File: src/hw/slt_pkg.sv
// Package of constants and types for the state logic trigger
package slt_pkg;

  // ----------------------------------------------------------------
  // Widths and encodings
  // ----------------------------------------------------------------
  localparam int unsigned SAMPLE_W_DEF   = 12;         // Default sample width
  localparam int unsigned NUM_DATA       = 3;          // Data operand channels
  localparam int unsigned NUM_CHAN       = 4;          // All thresholded channels
  localparam int unsigned CLK_CHAN       = 3;          // Index of the state clock channel
  localparam int unsigned AUTO_TO_W      = 32;         // Width of auto timeout count
  localparam logic [31:0] AUTO_TO_DEF    = 32'h000F4240; // Default auto timeout, cycles

  // Qualifier codes per data channel
  localparam logic [1:0]  QUAL_CARE_X    = 2'h0;       // Don't care
  localparam logic [1:0]  QUAL_HIGH      = 2'h1;
  localparam logic [1:0]  QUAL_LOW       = 2'h2;

  // Combining function codes
  localparam logic [1:0]  FN_AND         = 2'h0;
  localparam logic [1:0]  FN_OR          = 2'h1;
  localparam logic [1:0]  FN_NAND        = 2'h2;
  localparam logic [1:0]  FN_NOR         = 2'h3;

  // Reset values
  localparam logic        RST_LEVEL      = 1'h0;

  // Acquisition control states
  typedef enum logic [1:0] {
    SLT_ARMED,
    SLT_FIRE
  } slt_acq_state_t;

endpackage : slt_pkg

File: src/hw/slt_thr_if.sv
// Interface carrying thresholded channel levels between comparator and trigger core
`timescale 1ns/1ps
interface slt_thr_if;
  logic [3:0] level;      // Thresholded level per channel
  logic [3:0] level_prev; // Level one sample earlier

  modport cmp (output level, output level_prev);
  modport core (input level, input level_prev);
endinterface : slt_thr_if

File: src/hw/slt_threshold.sv
// Per-channel threshold comparators with registered levels
`timescale 1ns/1ps
module slt_threshold
  import slt_pkg::*;
#(
  parameter int unsigned SAMPLE_W = SAMPLE_W_DEF
) (
  input  wire logic                         sys_clk_in,
  input  wire logic                         srst_in,
  input  wire logic [NUM_CHAN*SAMPLE_W-1:0] sample_in,
  input  wire logic [NUM_CHAN*SAMPLE_W-1:0] threshold_in,
  slt_thr_if.cmp                            thr
);

  // ----------------------------------------------------------------
  // Comparators
  // ----------------------------------------------------------------
  logic [NUM_CHAN-1:0] level_ff;
  logic [NUM_CHAN-1:0] prev_ff;
  logic [NUM_CHAN-1:0] cmp;

  // Each channel against its own threshold; high when at or above
  // Reset loads both stages with the live level: a channel idling high gives no false edge on release
  for (genvar g = 0; g < NUM_CHAN; g++) begin : g_cmp
    assign cmp[g] = (sample_in[g*SAMPLE_W +: SAMPLE_W] >= threshold_in[g*SAMPLE_W +: SAMPLE_W]);
    always_ff @(posedge sys_clk_in) begin
      if (srst_in) begin
        level_ff[g] <= cmp[g];
        prev_ff[g]  <= cmp[g];
      end else begin
        level_ff[g] <= cmp[g];
        prev_ff[g]  <= level_ff[g];
      end
    end
  end

  assign thr.level      = level_ff;
  assign thr.level_prev = prev_ff;

endmodule : slt_threshold

File: src/hw/slt_trigger.sv
// State logic trigger: clocked Boolean trigger with auto and normal acquisition
`timescale 1ns/1ps
module slt_trigger
  import slt_pkg::*;
#(
  parameter int unsigned SAMPLE_W = SAMPLE_W_DEF
) (
  input  wire logic                         sys_clk_in,
  input  wire logic                         srst_in,
  input  wire logic [NUM_CHAN*SAMPLE_W-1:0] sample_in,
  input  wire logic [NUM_CHAN*SAMPLE_W-1:0] threshold_in,
  input  wire logic [2*NUM_DATA-1:0]        qual_in,
  input  wire logic [1:0]                   func_in,
  input  wire logic                         clk_rising_in,
  input  wire logic                         when_true_in,
  input  wire logic                         auto_mode_in,
  input  wire logic [AUTO_TO_W-1:0]         auto_timeout_in,
  input  wire logic                         acq_done_in,
  output logic                              trigger_out,
  output logic                              acquire_out,
  output logic                              forced_out,
  output logic                              state_result_out
);

  // ----------------------------------------------------------------
  // Elaboration checks
  // ----------------------------------------------------------------
  if (SAMPLE_W < 1 || SAMPLE_W > 32) begin : g_bad_w
    $error("slt_trigger: SAMPLE_W out of range");
  end

  // ----------------------------------------------------------------
  // Threshold stage
  // ----------------------------------------------------------------
  slt_thr_if thr ();

  slt_threshold #(
    .SAMPLE_W     (SAMPLE_W)
  ) u_thr (
    .sys_clk_in   (sys_clk_in),
    .srst_in      (srst_in),
    .sample_in    (sample_in),
    .threshold_in (threshold_in),
    .thr          (thr.cmp)
  );

  // ----------------------------------------------------------------
  // State clock edge and Boolean function
  // ----------------------------------------------------------------
  logic                state_clock_channel;
  logic                state_clock_prev;
  logic                clk_edge;
  logic [NUM_DATA-1:0] term;
  logic [NUM_DATA-1:0] care;
  logic                and_v;
  logic                or_v;
  logic                fn_val;
  logic                match;

  assign state_clock_channel = thr.level[CLK_CHAN];
  assign state_clock_prev    = thr.level_prev[CLK_CHAN];

  // Only a crossing on the chosen slope counts; levels alone never qualify
  assign clk_edge = clk_rising_in ? (state_clock_channel & ~state_clock_prev)
                                  : (~state_clock_channel & state_clock_prev);

  // Per-input qualifier: term true when the level equals the qualifier
  for (genvar g = 0; g < NUM_DATA; g++) begin : g_qual
    assign care[g] = (qual_in[2*g +: 2] == QUAL_HIGH) || (qual_in[2*g +: 2] == QUAL_LOW);
    assign term[g] = (qual_in[2*g +: 2] == QUAL_HIGH) ? thr.level[g] : ~thr.level[g];
  end

  // Don't care inputs are neutral: one for AND, zero for OR
  always_comb begin
    and_v = &(term | ~care);
    or_v  = |(term & care);
    case (func_in)
      FN_AND:  fn_val = and_v;
      FN_OR:   fn_val = or_v;
      FN_NAND: fn_val = ~and_v;
      FN_NOR:  fn_val = ~or_v;
      default: fn_val = and_v;
    endcase
  end

  // Goes TRUE matches a true result, goes FALSE a false one
  assign match = (fn_val == when_true_in);

  // ----------------------------------------------------------------
  // Trigger pulse and sampled result
  // ----------------------------------------------------------------
  logic trig_ff;
  logic result_ff;

  // Evaluation happens only on the qualifying edge
  always_ff @(posedge sys_clk_in) begin
    if (srst_in) begin
      trig_ff   <= 1'h0;
      result_ff <= 1'h0;
    end else begin
      trig_ff <= clk_edge & match;
      if (clk_edge) begin
        result_ff <= fn_val;
      end
    end
  end

  assign trigger_out      = trig_ff;
  assign state_result_out = result_ff;

  // ----------------------------------------------------------------
  // Acquisition control: auto and normal modes
  // ----------------------------------------------------------------
  slt_acq_state_t          state_ff;
  logic [AUTO_TO_W-1:0]    wait_ff;
  logic                    acq_ff;
  logic                    forced_ff;
  logic                    timeout_hit;

  assign timeout_hit = auto_mode_in && (wait_ff >= auto_timeout_in) && (auto_timeout_in != '0);

  // Armed waits for a trigger or, in auto mode, the timeout; fire holds until acquisition done
  always_ff @(posedge sys_clk_in) begin
    if (srst_in) begin
      state_ff  <= SLT_ARMED;
      wait_ff   <= '0;
      acq_ff    <= 1'h0;
      forced_ff <= 1'h0;
    end else begin
      case (state_ff)
        SLT_ARMED: begin
          if (trig_ff) begin
            state_ff  <= SLT_FIRE;
            acq_ff    <= 1'h1;
            forced_ff <= 1'h0;
            wait_ff   <= '0;
          end else if (timeout_hit) begin
            state_ff  <= SLT_FIRE;
            acq_ff    <= 1'h1;
            forced_ff <= 1'h1;
            wait_ff   <= '0;
          end else if (auto_mode_in) begin
            wait_ff <= wait_ff + AUTO_TO_W'(1'h1);
          end else begin
            wait_ff <= '0;            // Normal mode never forces
          end
        end
        SLT_FIRE: begin
          if (acq_done_in) begin
            state_ff  <= SLT_ARMED;
            acq_ff    <= 1'h0;
            forced_ff <= 1'h0;
          end
        end
        default: begin
          state_ff <= SLT_ARMED;
          acq_ff   <= 1'h0;
        end
      endcase
    end
  end

  assign acquire_out = acq_ff;
  assign forced_out  = forced_ff;
endmodule : slt_trigger

File: config.mk
export PLATFORM = sky130hd
export DESIGN_NAME = slt_trigger
export DESIGN_NICKNAME = d
export VERILOG_FILES = /design/src/hw/slt_pkg.sv /design/src/hw/slt_thr_if.sv /design/src/hw/slt_threshold.sv /design/src/hw/slt_trigger.sv
export SDC_FILE = /design/constraint.sdc
export NUM_CORES = 1
export LEC_CHECK = 0
export BUFFER_PORTS_ARGS = -buffer_cell sky130_fd_sc_hd__buf_2
export CORE_UTILIZATION = 50
export DETAILED_ROUTE_END_ITERATION = 8
export PLACE_DENSITY = 0.86
export SYNTH_ARGS = -nofsm -noshare
export SYNTH_HDL_FRONTEND = slang
export SYNTH_SLANG_ARGS = --single-unit
File: constraint.sdc
create_clock -name sys_clk_in -period 4.15 [get_ports sys_clk_in]
set_clock_uncertainty 0.2 [all_clocks]
set_input_delay 1.0375 -clock sys_clk_in [delete_from_list [all_inputs] [get_ports sys_clk_in]]
set_output_delay 1.0375 -clock sys_clk_in [all_outputs]
set_load 0.01 [all_outputs]
==> results by group <==
Outcome
  • Status: complete, no violations

Clocking
  • Clock transition at path regs: 0.08 ns
  • TritonCTS clock tree: done
  • H-tree Lvls: 2
  • Total CTS buffers: 5
  • Root Buffer: clkbuf_8
  • Clock Sinks: 41
  • Post-CTS sizing: 0
  • Clk_lat worst skew: 0.29 ns
  • CTS Buffer Depth: 2
  • CTS Hold Bufs: 0
  • Post-CTS Setup Inserts: 0

Logic synthesis
  • Top-area cell type share of the netlist area: 0.2482
  • Mapped Cells: 550
  • Syn_nets: 776
  • Post-synth cell types: 54
  • Post-synth EDFFs: 0
  • Async set-reset flop share out of synthesis: 0
  • Sequential area share after synthesis: 0.1939
  • Synth area leader: ha_1
  • Number of synthesis warnings: 0
  • Syn_area_per_cell: 7.698 µm²
  • Most common cell in the netlist: inv_1
  • Register bit total from synthesis: 41
  • Ys flop type: dfxtp_1
  • Commonest cells in the netlist: inv_1 (93), ha_1 (84), nand2_1 (49), dfxtp_1 (41), a21oi_1 (31)
  • Synth Cell Area: 0.004234 mm²
  • Top cells by area, synth: ha_1 (25%), dfxtp_1 (19%), inv_1 (8.2%)

Routing
  • # DRC: 0
  • Wirelength, routed: 11.14 mm
  • Vias: 4,518
  • Final ANT Viol Nets: 0
  • Wire length per cell: 13.88 µm
  • DR iter-0 viols: 219
  • DR pass1 iterations: 5
  • Average vias per placed instance: 5.626

Layout
  • Layout fillers: 704
  • Area delta synth->final: 21.28%
  • Share of cells above drive strength 1: 0.2468
  • Post-Route Utilization: 0.6249
  • Final instance area: 0.005135 mm²
  • Multi-input gate area: 0.002993 mm²
  • Sequential Area: 820.8 µm²
  • Net count, final: 922

GRT
  • Largest net degree at the start of global routing: 27
  • Initial antenna violation count: 1
  • Vias in the first global route: 4,480
  • First-pass GRT wire length: 18.37 mm
  • GR Overflow Total: 0
  • GR Util All Layers: 0.2612

Power and ir drop
  • Combinational Power Share: 0.292
  • Sw Share: 0.3053
  • Leakage: 0.002674 µW
  • VDD IR-drop max: 146.6 µV
  • Int Power: 659.8 µW
  • Net Sw Power: 289.9 µW
  • P per Cell Area: 184.9 mW/mm²
  • Register share of total power: 0.441
  • Clock power frac: 0.267

Worst setup path
  • Required @ worst endpoint: 4.14 ns
  • Crit end category: register
  • WP data arrival: 3.36 ns
  • Crit Path Class: in2reg
  • Worst Path Max Fanout: 26
  • Setup crit start kind: input pin

Floorplanning
  • Initial core utilization: 0.5153
  • Chip height: 94.02 µm
  • Die Wd: 94.02 µm
  • Cell Rows: 33
  • Core area: 0.008217 mm²
  • Die area: 0.008840 mm²
  • IO Count: 146

Place
  • Dpl hpwl: 9.461 mm
  • Final GP Congestion: 0.8384
  • Placed cell areas: 0.005050 mm²
  • Port bufs: 145

Worst hold path
  • Type of the worst min-delay path: reg2reg

STA
  • Final Hold Viols: 0
  • Setup tns final: 0 ns
  • Slew headroom: 0.3675
  • Least-Margin Pin Slew: 0.9444 ns
  • Final Setup Violations: 0
  • Fmax: 296.7 MHz
  • Post-route clock period utilization: 0.8120
  • RSZ-0062 raised after global routing: false
  • Post-route minimum period: 3.370 ns
  • Slew Limit Fails: 0

Run
  • Max_cap viols: 0
==> cell usage in the layout, fill, tap and decap left out, drive strengths merged, types with 4 or more instances in the layout <==
cell	count
buf	149
inv	93
ha	84
nand2	49
dfxtp	41
a21oi	31
nor2	26
nand3	21
a31oi	19
o21ai	18
and2	18
o31ai	15
nand4	15
nor4	11
nor2b	9
nand2b	8
o311ai	8
a21o	6
nor3	6
o21a	6
clkbuf	6
o211ai	5
or2	5
a211o	4
and3	4
==> registers in the layout, indices dropped and copies added, names as in the netlist <==
name and flops:
forced_out 1, acquire_out 1, wait_ff 32, u_thr.thr.level 4, trigger_out 1, state_result_out 1, u_thr.thr.level_prev 1
==> path summary, 6_finish.rpt <==
path                            startpoint                       end  slack (ns)  cells past startpoint
hold / removal     forced_out$_SDFFE_PP0P_   forced_out$_SDFFE_PP0P_        0.30                      2
setup / recovery        auto_timeout_in[8]  wait_ff[20]$_SDFFE_PP0N_        0.78                     10
hold reg to reg    forced_out$_SDFFE_PP0P_   forced_out$_SDFFE_PP0P_        0.30                      2
setup reg to reg  wait_ff[23]$_SDFFE_PP0N_  wait_ff[20]$_SDFFE_PP0N_        1.17                     10
==> logic make-up after synthesis <==
family	after synthesis	share of synthesized area
buffers and inverters	103	0.09988
adders and majority gates	84	0.2482
AOI/OAI and AO/OA	133	0.2107
xor gates and xnor gates	5	0.01034
and+or+nand+nor	184	0.2370
DFF	41	0.1939
==> power by group through the flow <==
stage | logic, µW | registers [µW] | clock network [µW]
2_1_floorplan | 164 | 424 | 0
3_3_place_gp | 257 | 427 | 0
3_5_place_dp | 276 | 428 | 0
4_1_cts | 278 | 418 | 257
5_1_grt | 315 | 420 | 276
6_report | 278 | 418 | 254
==> per-stage QoR <==
stage	instances	power [µW]	worst slack (ns)	hold WS (ns)
floorplan	550	588.2	0.7993	0.2583
global route	803	1012	0.4759	0.3359
global placement	794	683.9	0.5798	0.2803
finish	803	949.7	0.7801	0.3009
detailed placement	794	704.0	0.4925	0.2937
CTS	802	953.8	0.7954	0.3031
==> routing by layer <==
metal | vias up | track usage | wire [µm]
met3 | 28 | 0.05421 | 814
met1 | 2057 | 0.2822 | 4349
met2 | 181 | 0.4921 | 5694
met5 | - | 0 | 0
met4 | 0 | 0.1000 | 284
li1 | 2252 | - | -
==> worst max-delay path, cell delays in order <==
cell and delay, ns:
buf_2 0.11, nor4_1 0.49, nand4_1 0.18, nor2_1 0.24, a31oi_1 0.16, nor4_4 0.32
buf_4 0.22, nand2b_1 0.06, buf_4 0.23, o31ai_1 0.30
==> final cells by class <==
| type | count | area share |
|---|---|---|
| Clock buffer | 6 | 0.01413 |
| Inverter | 93 | 0.06798 |
| Timing Repair Buffer | 149 | 0.1472 |
| Antenna cell | 1 | 0.0004873 |
| Multi-Input combinational cell | 406 | 0.5828 |
| Clock inverter | 2 | 0.001949 |
| Sequential cell | 41 | 0.1598 |
| Tap cell | 105 | 0.02558 |
Note: power is estimated with default switching activity, not from simulation.
